==> src/hw/tmso_defs.vh <==
// register offsets, field positions and reset values of the timer match status block
`ifndef TMSO_DEFS_VH
`define TMSO_DEFS_VH

`define TMSO_ADDR_W 2
`define TMSO_OFS_STATUS 2'h0
`define TMSO_OFS_IRQ_EN 2'h1

`define TMSO_BIT_MATCH_B 7
`define TMSO_BIT_MATCH_A 6
`define TMSO_BIT_OVERFLOW 5
`define TMSO_BIT_RESERVED 4
`define TMSO_BIT_OS_B_HI 3
`define TMSO_BIT_OS_B_LO 2
`define TMSO_BIT_OS_A_HI 1
`define TMSO_BIT_OS_A_LO 0

`define TMSO_STATUS_RESET 8'h10
`define TMSO_IRQ_EN_RESET 3'h0
`define TMSO_OS_RESET 2'h0
`define TMSO_RESERVED_VAL 1'b1

`define TMSO_OS_KEEP 2'h0
`define TMSO_OS_LOW 2'h1
`define TMSO_OS_HIGH 2'h2
`define TMSO_OS_TOGGLE 2'h3

`endif

==> src/hw/tmso_flag_cell.v <==
// one event flag: hardware set, cleared by software writing 0 after reading 1
`timescale 1ns/10ps
module tmso_flag_cell (
    input wire clk,          // timer clock
    input wire reset_n,      // async reset, active low
    input wire set_pulse,    // hardware event, one cycle
    input wire rd_reg,       // read strobe to the status register
    input wire wr_reg,       // write strobe to the status register
    input wire wr_bit,       // written value of this flag bit
    output reg flag_reg      // current flag value
);
    reg armed_reg;
    wire clear_ok;

    // armed only by a read that saw the flag at one
    assign clear_ok = wr_reg & ~wr_bit & armed_reg;

    always @(posedge clk or negedge reset_n) begin
        if (!reset_n) begin
            armed_reg <= 1'b0;
        end else if (wr_reg) begin
            armed_reg <= 1'b0;
        end else if (rd_reg && flag_reg) begin
            armed_reg <= 1'b1;
        end
    end

    // set wins over a coinciding clear; writing one keeps the flag
    always @(posedge clk or negedge reset_n) begin
        if (!reset_n) begin
            flag_reg <= 1'b0;
        end else begin
            flag_reg <= set_pulse | (flag_reg & ~clear_ok);
        end
    end
endmodule

==> src/hw/tmso_wave_out.v <==
// waveform output pin driven by compare matches A and B
`timescale 1ns/10ps
`include "tmso_defs.vh"
module tmso_wave_out (
    input wire clk,              // timer clock
    input wire reset_n,          // async reset, active low
    input wire match_a,          // compare match A strobe
    input wire match_b,          // compare match B strobe
    input wire [1:0] sel_a,      // output_select_a field
    input wire [1:0] sel_b,      // output_select_b field
    output reg pin_reg           // waveform_output_pin level
);
    reg after_a;
    reg pin_next;

    function apply_sel;
        input [1:0] sel;
        input cur;
        begin
            case (sel)
                `TMSO_OS_LOW: apply_sel = 1'b0;
                `TMSO_OS_HIGH: apply_sel = 1'b1;
                `TMSO_OS_TOGGLE: apply_sel = ~cur;
                default: apply_sel = cur;
            endcase
        end
    endfunction

    // matches in the same cycle: A is applied first, B last on its result, so B decides when sel_b is TMSO_OS_LOW or TMSO_OS_HIGH
    always @* begin
        after_a = pin_reg;
        pin_next = pin_reg;
        if (match_a) begin
            after_a = apply_sel(sel_a, pin_reg);
        end
        pin_next = after_a;
        if (match_b) begin
            pin_next = apply_sel(sel_b, after_a);
        end
    end

    always @(posedge clk or negedge reset_n) begin
        if (!reset_n) begin
            pin_reg <= 1'b0;
        end else begin
            pin_reg <= pin_next;
        end
    end
endmodule

==> src/hw/tmso_top.v <==
// timer match status and output control block with register port and interrupt
//
// Our own choices: strobed register access and the register addresses.
`timescale 1ns/10ps
`include "tmso_defs.vh"
module tmso_top (
    input wire clk,                          // timer clock, 200 MHz
    input wire reset_n,                      // async reset, active low
    input wire match_a,                      // up_counter equals compare_value_a, pulse
    input wire match_b,                      // up_counter equals compare_value_b, pulse
    input wire overflow,                     // up_counter wrapped to zero, pulse
    input wire [`TMSO_ADDR_W-1:0] addr,      // register address
    input wire [7:0] wdata,                  // write data
    input wire wr_stb,                       // write strobe, one cycle
    input wire rd_stb,                       // read strobe, one cycle
    output reg [7:0] rdata,                  // read data, cycle after rd_stb
    output reg irq,                          // level interrupt request
    output wire waveform_output_pin          // waveform output, from flop
);
    wire sel_status;
    wire sel_irq_en;
    wire wr_status;
    wire rd_status;
    wire [2:0] set_vec;
    wire [2:0] wbit_vec;
    wire [2:0] flag_vec;
    wire [7:0] status_view;
    wire irq_next;
    reg [1:0] os_b_reg;
    reg [1:0] os_a_reg;
    reg [2:0] irq_en_reg;
    reg [7:0] rdata_next;

    assign sel_status = (addr == `TMSO_OFS_STATUS);
    assign sel_irq_en = (addr == `TMSO_OFS_IRQ_EN);
    assign wr_status = wr_stb & sel_status;
    assign rd_status = rd_stb & sel_status;

    // index 2 is match B, 1 match A, 0 overflow, as in the register
    assign set_vec = {match_b, match_a, overflow};
    assign wbit_vec = {wdata[`TMSO_BIT_MATCH_B], wdata[`TMSO_BIT_MATCH_A],
                       wdata[`TMSO_BIT_OVERFLOW]};

    genvar i;
    generate
        for (i = 0; i < 3; i = i + 1) begin : g_flag
            tmso_flag_cell u_cell (
                .clk(clk),
                .reset_n(reset_n),
                .set_pulse(set_vec[i]),
                .rd_reg(rd_status),
                .wr_reg(wr_status),
                .wr_bit(wbit_vec[i]),
                .flag_reg(flag_vec[i])
            );
        end
    endgenerate

    always @(posedge clk or negedge reset_n) begin
        if (!reset_n) begin
            os_b_reg <= `TMSO_OS_RESET;
            os_a_reg <= `TMSO_OS_RESET;
        end else if (wr_status) begin
            os_b_reg <= wdata[`TMSO_BIT_OS_B_HI:`TMSO_BIT_OS_B_LO];
            os_a_reg <= wdata[`TMSO_BIT_OS_A_HI:`TMSO_BIT_OS_A_LO];
        end
    end

    always @(posedge clk or negedge reset_n) begin
        if (!reset_n) begin
            irq_en_reg <= `TMSO_IRQ_EN_RESET;
        end else if (wr_stb && sel_irq_en) begin
            irq_en_reg <= wdata[`TMSO_BIT_MATCH_B:`TMSO_BIT_OVERFLOW];
        end
    end

    assign status_view = {flag_vec, `TMSO_RESERVED_VAL, os_b_reg, os_a_reg};

    always @* begin
        rdata_next = 8'h00;
        if (rd_stb) begin
            case (addr)
                `TMSO_OFS_STATUS: rdata_next = status_view;
                `TMSO_OFS_IRQ_EN: rdata_next = {irq_en_reg, 5'h00};
                default: rdata_next = 8'h00;
            endcase
        end
    end

    // read data valid only in the cycle after the strobe
    always @(posedge clk or negedge reset_n) begin
        if (!reset_n) begin
            rdata <= 8'h00;
        end else begin
            rdata <= rdata_next;
        end
    end

    assign irq_next = |(flag_vec & irq_en_reg);

    // registered, so irq lags the flag by one cycle
    always @(posedge clk or negedge reset_n) begin
        if (!reset_n) begin
            irq <= 1'b0;
        end else begin
            irq <= irq_next;
        end
    end

    tmso_wave_out u_wave (
        .clk(clk),
        .reset_n(reset_n),
        .match_a(match_a),
        .match_b(match_b),
        .sel_a(os_a_reg),
        .sel_b(os_b_reg),
        .pin_reg(waveform_output_pin)
    );
endmodule

==> config.mk <==
export PLATFORM = sky130hd
export DESIGN_NAME = tmso_top
export DESIGN_NICKNAME = d
export VERILOG_FILES = /design/src/hw/tmso_flag_cell.v /design/src/hw/tmso_wave_out.v /design/src/hw/tmso_top.v
export VERILOG_INCLUDE_DIRS = /design/src /design/src/hw
export SDC_FILE = /design/constraint.sdc
export NUM_CORES = 1
export LEC_CHECK = 0
export ABC_AREA = 1
export BUFFER_PORTS_ARGS = -buffer_cell sky130_fd_sc_hd__buf_2
export CAP_MARGIN = 25
export CORE_MARGIN = 5
export CORE_UTILIZATION = 40
export DETAILED_ROUTE_END_ITERATION = 6
export PLACE_DENSITY_LB_ADDON = 0.2
export SKIP_CTS_REPAIR_TIMING = 1
export SLEW_MARGIN = 20
export SYNTH_ARGS = -nofsm -noshare
export SYNTH_HDL_FRONTEND = slang
export SYNTH_SLANG_ARGS = --single-unit
==> constraint.sdc <==
create_clock -name clk -period 0.8 [get_ports clk]
set_input_delay 0 -clock clk [delete_from_list [all_inputs] [get_ports clk]]
set_output_delay 0 -clock clk [all_outputs]
set_load 0.02 [all_outputs]
After elaboration in Yosys (flattened, before gate mapping) --
Cells that the tools add are included.
Storage, ports and cells: register bits after elaboration 23, output and inout port bits 10, word-level logic and storage cells 63
Cells by class: equal/unequal tests 7, mux-type cells 12, bitwise operators 23, reduce and logical (&&, ||, !) cells 9
Operator list (number):
- $pmux W8 S2 | 1
- $and A1 B1 Y1 | 11
- $eq A2 B2 Y1 const B | 4
- $mux W1 | 8
- $mux W8 | 1
- $not A1 Y1 | 8
- $eq A2 B1 Y1 const B | 3
- $pmux W1 S3 | 2
- $reduce_bool A2 Y1 | 3
- $logic_and A1 B1 Y1 | 4
- $and A3 B3 Y3 | 1
- $or A1 B1 Y1 | 3
- $reduce_or A3 Y1 | 1
- $logic_not A2 Y1 | 1

Depth between registers and ports, before layout --
Gate-level depths: netlist of the first run.
depth after elaboration 7, depth in mapped cells 6

By module --
From an unflattened synthesis of the first run, not the netlist that was laid out.
Second synthesis, totals: cells, all modules 107, area total of the unflattened synthesis 974.7 µm²
By module, submodules not included:
- tmso_top | instances 1, cells each 67, area an instance 663.1 µm²
- tmso_flag_cell | instances 3, cells each 9, area an instance 78.8 µm²
- tmso_wave_out | instances 1, cells each 13, area an instance 75.1 µm²

Worst setup path after synthesis of the first run --
Ideal clock, no wire load.
kind register to register, start point register u_wave.pin_reg, end point register u_wave.pin_reg, library setup time 0.113 ns, arrival time 0.756 ns, data required time 0.687 ns, setup slack -0.069 ns, stages on the path, launching flop included 7, buffers on the path 0, clock period less this slack 0.869 ns, cell sequence dfrtp_1 inv_1 nand3_1 nand2_1 nand2_1 nand2_1 inv_1
On the way: cells in the longest elaborated chain, start to end 6
RTL lines:
- from (decl) | RTL line tmso_wave_out.v:11 | output reg pin_reg
- from (signal assigned) | RTL line tmso_wave_out.v:46 | pin_reg <= pin_next;
- $not A1 Y1 | RTL line tmso_wave_out.v:23 | `TMSO_OS_TOGGLE: apply_sel = ~cur;
- $pmux W1 S3 | RTL line tmso_wave_out.v:20 | case (sel)
- $mux W1 * | RTL line tmso_wave_out.v:33 | if (match_a) begin
- $not A1 Y1 | RTL line tmso_wave_out.v:23
- $pmux W1 S3 | RTL line tmso_wave_out.v:20
- $mux W1 * | RTL line tmso_wave_out.v:37 | if (match_b) begin
- via u_wave.pin_next | RTL line tmso_wave_out.v:14 | reg pin_next;
Mark *: on every way through the listed nets, which the timed path passes. The rest lies on a longest branch. A chain may end at the register's enable or synchronous reset.

Final worst setup path of the first run --
start point register u_wave.pin_reg, end point output waveform_output_pin
RTL lines:
- to (decl) | RTL line tmso_top.v:18 | output wire waveform_output_pin
No word-level cell between the ends.

==> results.py, run 1 <==
metrics = {
    "min_path": {
        "hold_path_class": "input port to flop",
        "hold-path-endpoint": "rdata[7]",
        "min_path_cells": 3,
        "min_from": "rd_stb",
    },
    "place": {
        "place_congestion": 0.745,
        "port_buffers": 25,
        "hpwl_mm": 1.29,
        "dp.cells": 154,
    },
    "routing": {
        "postRouteAntennaNets": 0,
        "drt-total-wl_mm": 1.81,
        "wire_per_inst_um": 10.6,
        "drt_iter0_drc": 8,
        "via_per_inst": 4.54,
        "vias": 777,
        "drc_errors": 0,
        "dr.pass1.iters": 4,
    },
    "grt": {
        "gr-total-overflow": 0,
        "track_usage_pct": 10.8,
        "gr-usage-met2_pct": 18.5,
        "busiest_layer": "met2",
        "use_met3_pct": 2.85,
        "grt_start_max_net_pins": 24,
        "grt_antenna_before_repair": 0,
        "gr-usage-met1_pct": 12.9,
        "grt_pass1_vias": 723,
        "grt_pass1_wl_mm": 2.84,
    },
    "clock_tree": {
        "cts_buffers": 3,
        "cts_tree": "done",
        "clkLatencyLatePin_ns": 0.30,
        "htree_levels": 1,
        "numClockSinks": 23,
        "cts.clk_slew.worst_paths_ns": 0.12,
        "clock-root-buffer": "clkbuf_4",
        "clockBufferDepth": 2,
    },
    "timing": {
        "setup_ws_ns": -0.0920,
        "fmax_mhz": 1120,
        "final-setup-viol-count": 11,
        "fin_skew_ns": 0.00661,
        "hold_viol": 2,
        "grt_setup_unrepaired": "true",
        "final_max_slew_viol_count": 0,
        "holdWs_ns": -0.0101,
        "max_slew_margin_pct": 67.4,
        "period_needed_ns": 0.892,
        "tightest_slew_ns": 0.489,
        "min_period_over_period_pct": 112,
    },
    "logic_synthesis": {
        "yosysTopAreaCellShare_pct": 61.7,
        "synth_compound_area_share_pct": 8.18,
        "muxShareOfSynthArea_pct": 0,
        "yosysTopAreaCell": "dfrtp_1",
        "synth_area_leaders": "dfrtp_1 (62%), nand2_1 (9.7%), inv_1 (7.2%)",
        "synthArstFlopShare_pct": 100,
        "yosysSeqAreaShare_pct": 61.7,
        "synth_cell_types": 14,
        "yosys.area_share.simple_pct": 21.3,
        "ys_ff_latch": 23,
        "synth.net_count": 117,
        "synth_fa_ha_area_share_pct": 0,
        "synth_area_per_cell_um2": 9.33,
        "synth_xor_xnor_area_share_pct": 0,
        "synth_edf_count": 0,
        "synth_area_um2": 933,
        "synth_top_family_by_area": "simple AND/OR/NAND/NOR gates",
        "synth.cells.most_frequent": "nand2_1 (24), dfrtp_1 (23), inv_1 (18)",
        "synth_cells": 100,
        "yosysMostFrequentCell": "nand2_1",
        "yosysWarnings": 0,
        "synth_flop_cell": "dfrtp_1",
    },
    "power": {
        "power.density_mw_per_mm2": 1890,
        "peakVddDrop_mv": 1.12,
        "power_leakage_nw": 0.699,
    },
    "worst_setup_path": {
        "crit_arrival_ns": 0.89,
        "worst_path_max_delay_cell": "dfrtp_2",
        "worstReg2RegEnd": "u_wave.pin_reg",
        "cp_top_family": "flip-flops",
        "critPathLaunchType": "flop",
        "reg2regPathDepth": 6,
        "crit_path_max_fanout": 3,
        "worst-path-buf-inv": 1,
        "path_cells": "buf_2",
        "timing_worst_setup_path_type": "flop to primary output",
        "regToRegStartpoint": "u_wave.pin_reg",
        "required_ns": 0.80,
        "end_kind": "primary output",
        "reg2reg_slack_ns": -0.03,
        "cpPeakStageDelay_ns": 0.44,
    },
    "cells_and_area": {
        "n_antenna_cell": 0,
        "fin_cells": 171,
        "regMostFlops": "rdata",
        "syn2layout_area_growth_pct": 40.8,
        "drive_above_1_share_pct": 31.5,
        "largest_reg_flops": 8,
        "fillers": 203,
        "final_util_pct": 59.4,
        "nets": 161,
    },
    "run_status": {
        "status": "finished, violations left",
        "violations": "hold timing, setup timing",
    },
    "die": {
        "die_w_um": 58.3,
        "core_mm2": 0.00221,
        "std_cell_rows": 17,
        "ios": 27,
        "start_util_pct": 42.2,
        "die_area_mm2": 0.00340,
        "die_h_um": 58.3,
    },
    "run": {
        "cap_violations": 0,
    },
}
==> worst max path at each step <==
stage | startpoint | endpoint | slack, ns | cells past startpoint
2_1_floorplan | u_wave.pin_reg | u_wave.pin_reg | -0.05 | 6
3_3_place_gp | u_wave.pin_reg | u_wave.pin_reg | 0.009 | 6
3_5_place_dp | addr[1] | os_a_reg[1] | -0.02 | 6
4_1_cts | u_wave.pin_reg | waveform_output_pin | -0.09 | 1
5_1_grt | u_wave.pin_reg | u_wave.pin_reg | -0.14 | 6
6_report | u_wave.pin_reg | waveform_output_pin | -0.09 | 1
==> routing by layer <==
metal / wire [um] / vias up
li1: - / 395
met1: 775 / 366
met2: 906 / 14
met3: 110 / 2
met4: 14 / 0
met5: 0 / -
==> cell families (layout without fill, tap and decap cells) <==
logic type,after synthesis,after routing
flops,23,23
compound gates,13,13
buf+inv,20,63
simple gates,44,44
==> cell usage in the layout (no fill, tap or decap) <==
master          n
a21oi_1         3
buf_2          16
buf_4           3
buf_6           9
clkbuf_1        1
clkbuf_4        3
dfrtp_1        22
dfrtp_2         1
dlygate4sd3_1  12
inv_1          17
inv_2           2
nand2_1        24
nand2_2         5
nand3_1         8
nand3_2         1
nor2_1          4
nor2_2          1
nor2_4          1
o21ai_0         2
o21ai_1         5
o21ai_2         3
==> power by group <==
part           internal, mW  total, mW  leakage, nW  switching [mW]
logic                 0.264      0.568        0.405           0.304
clock network         0.194      0.518       0.0150           0.325
registers              1.31       1.39        0.279          0.0858
==> layout make-up <==
class                           count  area [um^2]  area share, %
Timing Repair Buffer               40          324           24.7
Sequential cell                    23          577           43.9
Multi-Input combinational cell     57          280           21.3
Tap cell                           28         35.0           2.67
Inverter                           19         71.3           5.43
Clock buffer                        4         26.3           2.00
==> stage by stage <==
stage          instance area (um^2)  setup slack, ns  total power, mW  TNS [ns]
6_report                       1310          -0.0920             2.48    -0.249
5_1_grt                        1310           -0.137             2.62    -0.677
4_1_cts                        1120          -0.0915             2.37    -0.383
3_5_place_dp                   1100          -0.0179             1.87   -0.0307
3_3_place_gp                   1100          0.00927             1.86         0
2_1_floorplan                   935          -0.0494             1.69   -0.0494
No activity file was read; power rests on OpenSTA's default activity.
==> run 2: changes to the inputs <==
Settings changed: CORE_UTILIZATION 40 to 44, SKIP_CTS_REPAIR_TIMING 1 to default.
==> results.py, run 2 (same netlist as run 1, synthesis figures left out) <==
metrics = {
    "min_path": {
        "min_path_cells": 3,
        "min_from": "wr_stb",
        "hold_path_class": "input port to flop",
    },
    "cells_and_area": {
        "final_common_cell": "nand2_1",
        "regMostFlops": "rdata",
        "syn2layout_area_growth_pct": 41.3,
        "largest_reg_flops": 8,
        "n_antenna_cell": 0,
        "nets": 161,
        "layout_common_cells": "nand2_1 (24), dfrtp_1 (22), inv_1 (17)",
        "final_util_pct": 65.9,
        "drive_above_1_share_pct": 31.5,
    },
    "clock_tree": {
        "cts_tree": "done",
        "cts.clk_slew.worst_paths_ns": 0.12,
        "cts_buffers": 3,
        "clockBufferDepth": 2,
        "htree_levels": 1,
        "numClockSinks": 23,
        "clock-root-buffer": "clkbuf_4",
        "clkLatencyLatePin_ns": 0.30,
    },
    "timing": {
        "period_needed_ns": 0.901,
        "grt_setup_unrepaired": "true",
        "min_period_over_period_pct": 113,
        "max_slew_margin_pct": 67.6,
        "fmax_mhz": 1110,
        "fin_skew_ns": 0.00179,
        "final-setup-viol-count": 11,
        "setup_ws_ns": -0.101,
        "hold_viol": 0,
        "tightest_slew_ns": 0.487,
        "final_max_slew_viol_count": 0,
    },
    "die": {
        "ios": 27,
        "std_cell_rows": 16,
        "core_mm2": 0.00200,
        "die_h_um": 56.1,
        "die_w_um": 56.1,
        "start_util_pct": 46.6,
        "die_area_mm2": 0.00314,
    },
    "power": {
        "pwr-share-clk_pct": 20.9,
        "peakVddDrop_mv": 1.05,
        "power.density_mw_per_mm2": 1920,
        "power_leakage_nw": 0.701,
        "internal-power_mw": 1.79,
        "p_seq_share_pct": 55.5,
        "pwr-share-comb_pct": 23.7,
        "swShare_pct": 29.3,
        "switching_power_mw": 0.743,
    },
    "run_status": {
        "violations": "setup timing",
        "status": "finished, violations left",
    },
    "worst_setup_path": {
        "crit_path_max_fanout": 3,
        "path_cells": "buf_6",
        "regToRegStartpoint": "u_wave.pin_reg",
        "worst_path_max_delay_cell": "dfrtp_2",
        "crit_cells": 1,
        "required_ns": 0.80,
        "cpPeakStageDelay_ns": 0.45,
        "reg2reg_slack_ns": -0.04,
        "worstReg2RegEnd": "u_wave.pin_reg",
        "crit_arrival_ns": 0.90,
        "worst-path-buf-inv": 1,
        "critPathLaunchType": "flop",
        "timing_worst_setup_path_type": "flop to primary output",
        "reg2regPathDepth": 6,
        "cp_top_family": "flip-flops",
        "critical_path.startpoint": "u_wave.pin_reg",
        "crit_end": "waveform_output_pin",
        "end_kind": "primary output",
    },
    "routing": {
        "drt_iter0_drc": 6,
        "via_per_inst": 4.62,
        "dr.pass1.iters": 4,
        "vias": 785,
        "postRouteAntennaNets": 0,
        "wire_per_inst_um": 11.3,
        "drc_errors": 0,
        "drt-total-wl_mm": 1.93,
    },
    "place": {
        "hpwl_mm": 1.31,
        "port_buffers": 25,
        "pre_cts_ws_ns": -0.0225,
        "place_congestion": 0.765,
    },
    "grt": {
        "grt_antenna_before_repair": 0,
        "grt_pass1_vias": 792,
        "track_usage_pct": 14.0,
        "grt_start_max_net_pins": 24,
        "grt_pass1_wl_mm": 3.39,
        "gr-total-overflow": 0,
    },
    "run": {
        "cap_violations": 0,
    },
}
run 2: cell counts in the layout (fill, tap and decap cells not counted):
Identical to the previous run, type by type.
run 2: metrics by stage:
stage	hold slack, ns	area [um^2]	cells	TNS (ns)	power (mW)
floorplan	-0.296	935	100	-0.0494	1.69
global placement	-0.00536	1100	153	0	1.85
detailed placement	-0.00340	1100	153	-0.0225	1.87
CTS	0.00559	1310	169	-0.547	2.54
global route	0.0139	1320	170	-0.864	2.69
finish	0.0231	1320	170	-0.374	2.53
run 2: metal layers:
layer  vias up  part of all wire (%)  track usage [%]
met5         -                     0                0
met4         0                  0.52             7.12
met3         2                   4.0             2.78
met2        16                    55             24.7
met1       374                    40             15.9
li1        393                     -                -
run 2: cell type report:
class                      instances  area, um^2
tap                               27        33.8
inverter                          19        71.3
sequential                        23         577
multi-input combinational         57         280
clock buffer                       4        26.3
timing repair buffer              40         330
fill                             174         683
run 2: how the worst min path moves through the flow:
stage                                 endpoint  slack, ns
floorplan           g_flag[0].u_cell.armed_reg      -0.30
global placement                      rdata[5]     -0.005
detailed placement                    rdata[5]     -0.003
CTS                              irq_en_reg[1]      0.006
global route                     irq_en_reg[0]       0.01
finish                           irq_en_reg[1]       0.02
run 2: what timing repair did:
action	CTS	global route
hold buffers	12	0
cloned	0	0
endpoints found under the setup margin	11	14
hold endpoints to repair	36	0
setup buffers	0	1
pin swaps	1	1
gates resized for setup	21	4
run 2: power by group through the flow:
stage	logic [mW]	clock network [mW]	registers [mW]
floorplan	0.233	0	1.46
finish	0.600	0.528	1.41
global placement	0.459	0	1.39
CTS	0.582	0.559	1.40
global route	0.674	0.590	1.42
detailed placement	0.470	0	1.40
==> run 3: changes to the inputs <==
--- a/config.mk
+++ b/config.mk
@@ -12,4 +12,5 @@
 export CORE_MARGIN = 5
 export CORE_UTILIZATION = 44
+export CTS_CLUSTER_DIAMETER = 150
 export DETAILED_ROUTE_END_ITERATION = 6
 export PLACE_DENSITY_LB_ADDON = 0.2
==> constraint.sdc (replaced) <==
create_clock -name clk -period 0.8 [get_ports clk]
set_input_delay 0.08 -clock clk [delete_from_list [all_inputs] [get_ports clk]]
set_output_delay 0.08 -clock clk [all_outputs]
set_load 0.02 [all_outputs]
==> results.py, run 3 (same netlist as run 1, synthesis figures left out) <==
metrics = {
    "worst_setup_path": {
        "end_kind": "primary output",
        "regToRegStartpoint": "u_wave.pin_reg",
        "crit_arrival_ns": 0.87,
        "path_cells": "buf_6",
        "worstReg2RegEnd": "u_wave.pin_reg",
        "worst-path-buf-inv": 1,
        "timing_worst_setup_path_type": "flop to primary output",
        "reg2reg_slack_ns": -0.05,
        "crit_path_max_fanout": 3,
        "critical_path.startpoint": "u_wave.pin_reg",
        "reg2regPathDepth": 6,
        "required_ns": 0.72,
        "cp_top_family": "flip-flops",
        "cpPeakStageDelay_ns": 0.44,
        "worst_path_max_delay_cell": "dfrtp_2",
        "critPathLaunchType": "flop",
    },
    "die": {
        "core_mm2": 0.00200,
        "start_util_pct": 46.6,
        "die_h_um": 56.1,
        "ios": 27,
        "die_w_um": 56.1,
        "std_cell_rows": 16,
        "die_area_mm2": 0.00314,
    },
    "cells_and_area": {
        "n_antenna_cell": 0,
        "final_common_cell": "nand2_1",
        "fin_cells": 165,
        "syn2layout_area_growth_pct": 37.4,
        "drive_above_1_share_pct": 32.6,
        "largest_reg_flops": 8,
        "layout_common_cells": "nand2_1 (24), dfrtp_1 (22), inv_1 (18)",
        "final_util_pct": 64.1,
        "nets": 156,
        "regMostFlops": "rdata",
    },
    "place": {
        "place_congestion": 0.792,
        "pre_cts_ws_ns": -0.0444,
        "port_buffers": 25,
        "dp.cells": 154,
        "hpwl_mm": 1.34,
    },
    "grt": {
        "track_usage_pct": 12.4,
        "grt_pass1_wl_mm": 3.09,
        "grt_pass1_vias": 725,
        "grt_antenna_before_repair": 0,
        "gr-total-overflow": 0,
        "grt_start_max_net_pins": 14,
    },
    "timing": {
        "min_period_over_period_pct": 119,
        "tns_ns": -1.12,
        "fmax_mhz": 1050,
        "final-setup-viol-count": 11,
        "fin_skew_ns": 0.00189,
        "grt_setup_unrepaired": "true",
        "period_needed_ns": 0.951,
        "hold_viol": 0,
        "setup_ws_ns": -0.151,
        "tightest_slew_ns": 0.293,
        "final_max_slew_viol_count": 0,
        "holdWs_ns": 0.00886,
        "max_slew_margin_pct": 80.4,
    },
    "min_path": {
        "hold_path_class": "input port to flop",
        "min_from": "match_a",
        "min_path_cells": 3,
        "hold-path-endpoint": "g_flag[1].u_cell.flag_reg",
    },
    "routing": {
        "via_per_inst": 4.58,
        "drt-total-wl_mm": 1.73,
        "drc_errors": 0,
        "postRouteAntennaNets": 0,
        "dr.pass1.iters": 4,
        "vias": 755,
        "wire_per_inst_um": 10.5,
        "drt_iter0_drc": 13,
    },
    "run_status": {
        "status": "finished, violations left",
        "violations": "setup timing",
    },
    "clock_tree": {
        "post_cts_buffers": 0,
        "cts_tree": "done",
        "clkLatencyLatePin_ns": 0.30,
        "clock-root-buffer": "clkbuf_4",
        "numClockSinks": 23,
        "clockBufferDepth": 2,
        "cts_buffers": 3,
        "htree_levels": 1,
        "cts.clk_slew.worst_paths_ns": 0.12,
    },
    "power": {
        "peakVddDrop_mv": 1.10,
        "power.density_mw_per_mm2": 1930,
        "power_leakage_nw": 0.688,
    },
    "run": {
        "cap_violations": 0,
    },
}
-- run 3: changes by cell type in the layout (fill, tap and decap cells not counted) --
cell	change
inv_1	+1
clkinv_2	+1
dlygate4sd3_1	-5
clkbuf_1	-1
o21ai_1	-1
buf_12	+1
buf_4	-1
o21ai_0	+1
inv_2	-1
-- run 3: how the worst max path moves through the flow --
stage / endpoint / slack [ns] / cells after the start
global route: waveform_output_pin / -0.20 / 1
detailed placement: os_a_reg[1] / -0.04 / 6
CTS: waveform_output_pin / -0.17 / 1
floorplan: u_wave.pin_reg / -0.05 / 6
global placement: os_a_reg[1] / -0.02 / 6
finish: waveform_output_pin / -0.15 / 1
-- run 3: repair_timing --
item                                    CTS  global route
pin swaps                                 1             0
hold endpoints to repair                 29             0
hold buffers                              7             0
resized for setup                        21             2
endpoints found under the setup margin   11            13
-- run 3: per-stage QoR --
stage / cell area (um^2) / total power [mW]
final: 1280 / 2.48
after global routing: 1280 / 2.64
after CTS: 1280 / 2.52
after detailed placement: 1120 / 1.88
after global placement: 1120 / 1.87
after floorplan: 935 / 1.69
-- run 3: per-layer routing --
metal  GRT usage [%]  part of all wire [%]  up-vias
li1                -                     -      380
met1            16.0                    46      357
met2            20.4                    50       16
met3            2.09                   4.0        2
met4            5.08                  0.40        0
met5               0                     0        -
-- run 3: power breakdown --
group          switching, mW  leakage (nW)  internal [mW]
Clock                  0.334        0.0177          0.186
Sequential            0.0848         0.279           1.31
Combinational          0.297         0.392          0.273
-- run 3: final cells by class --
type                            instances  area, um^2
Sequential cell                        23         577
Clock inverter                          1        5.00
Multi-Input combinational cell         57         280
Inverter                               19        71.3
Tap cell                               27        33.8
Clock buffer                            3        22.5
Fill cell                             180         719
Timing Repair Buffer                   35         293
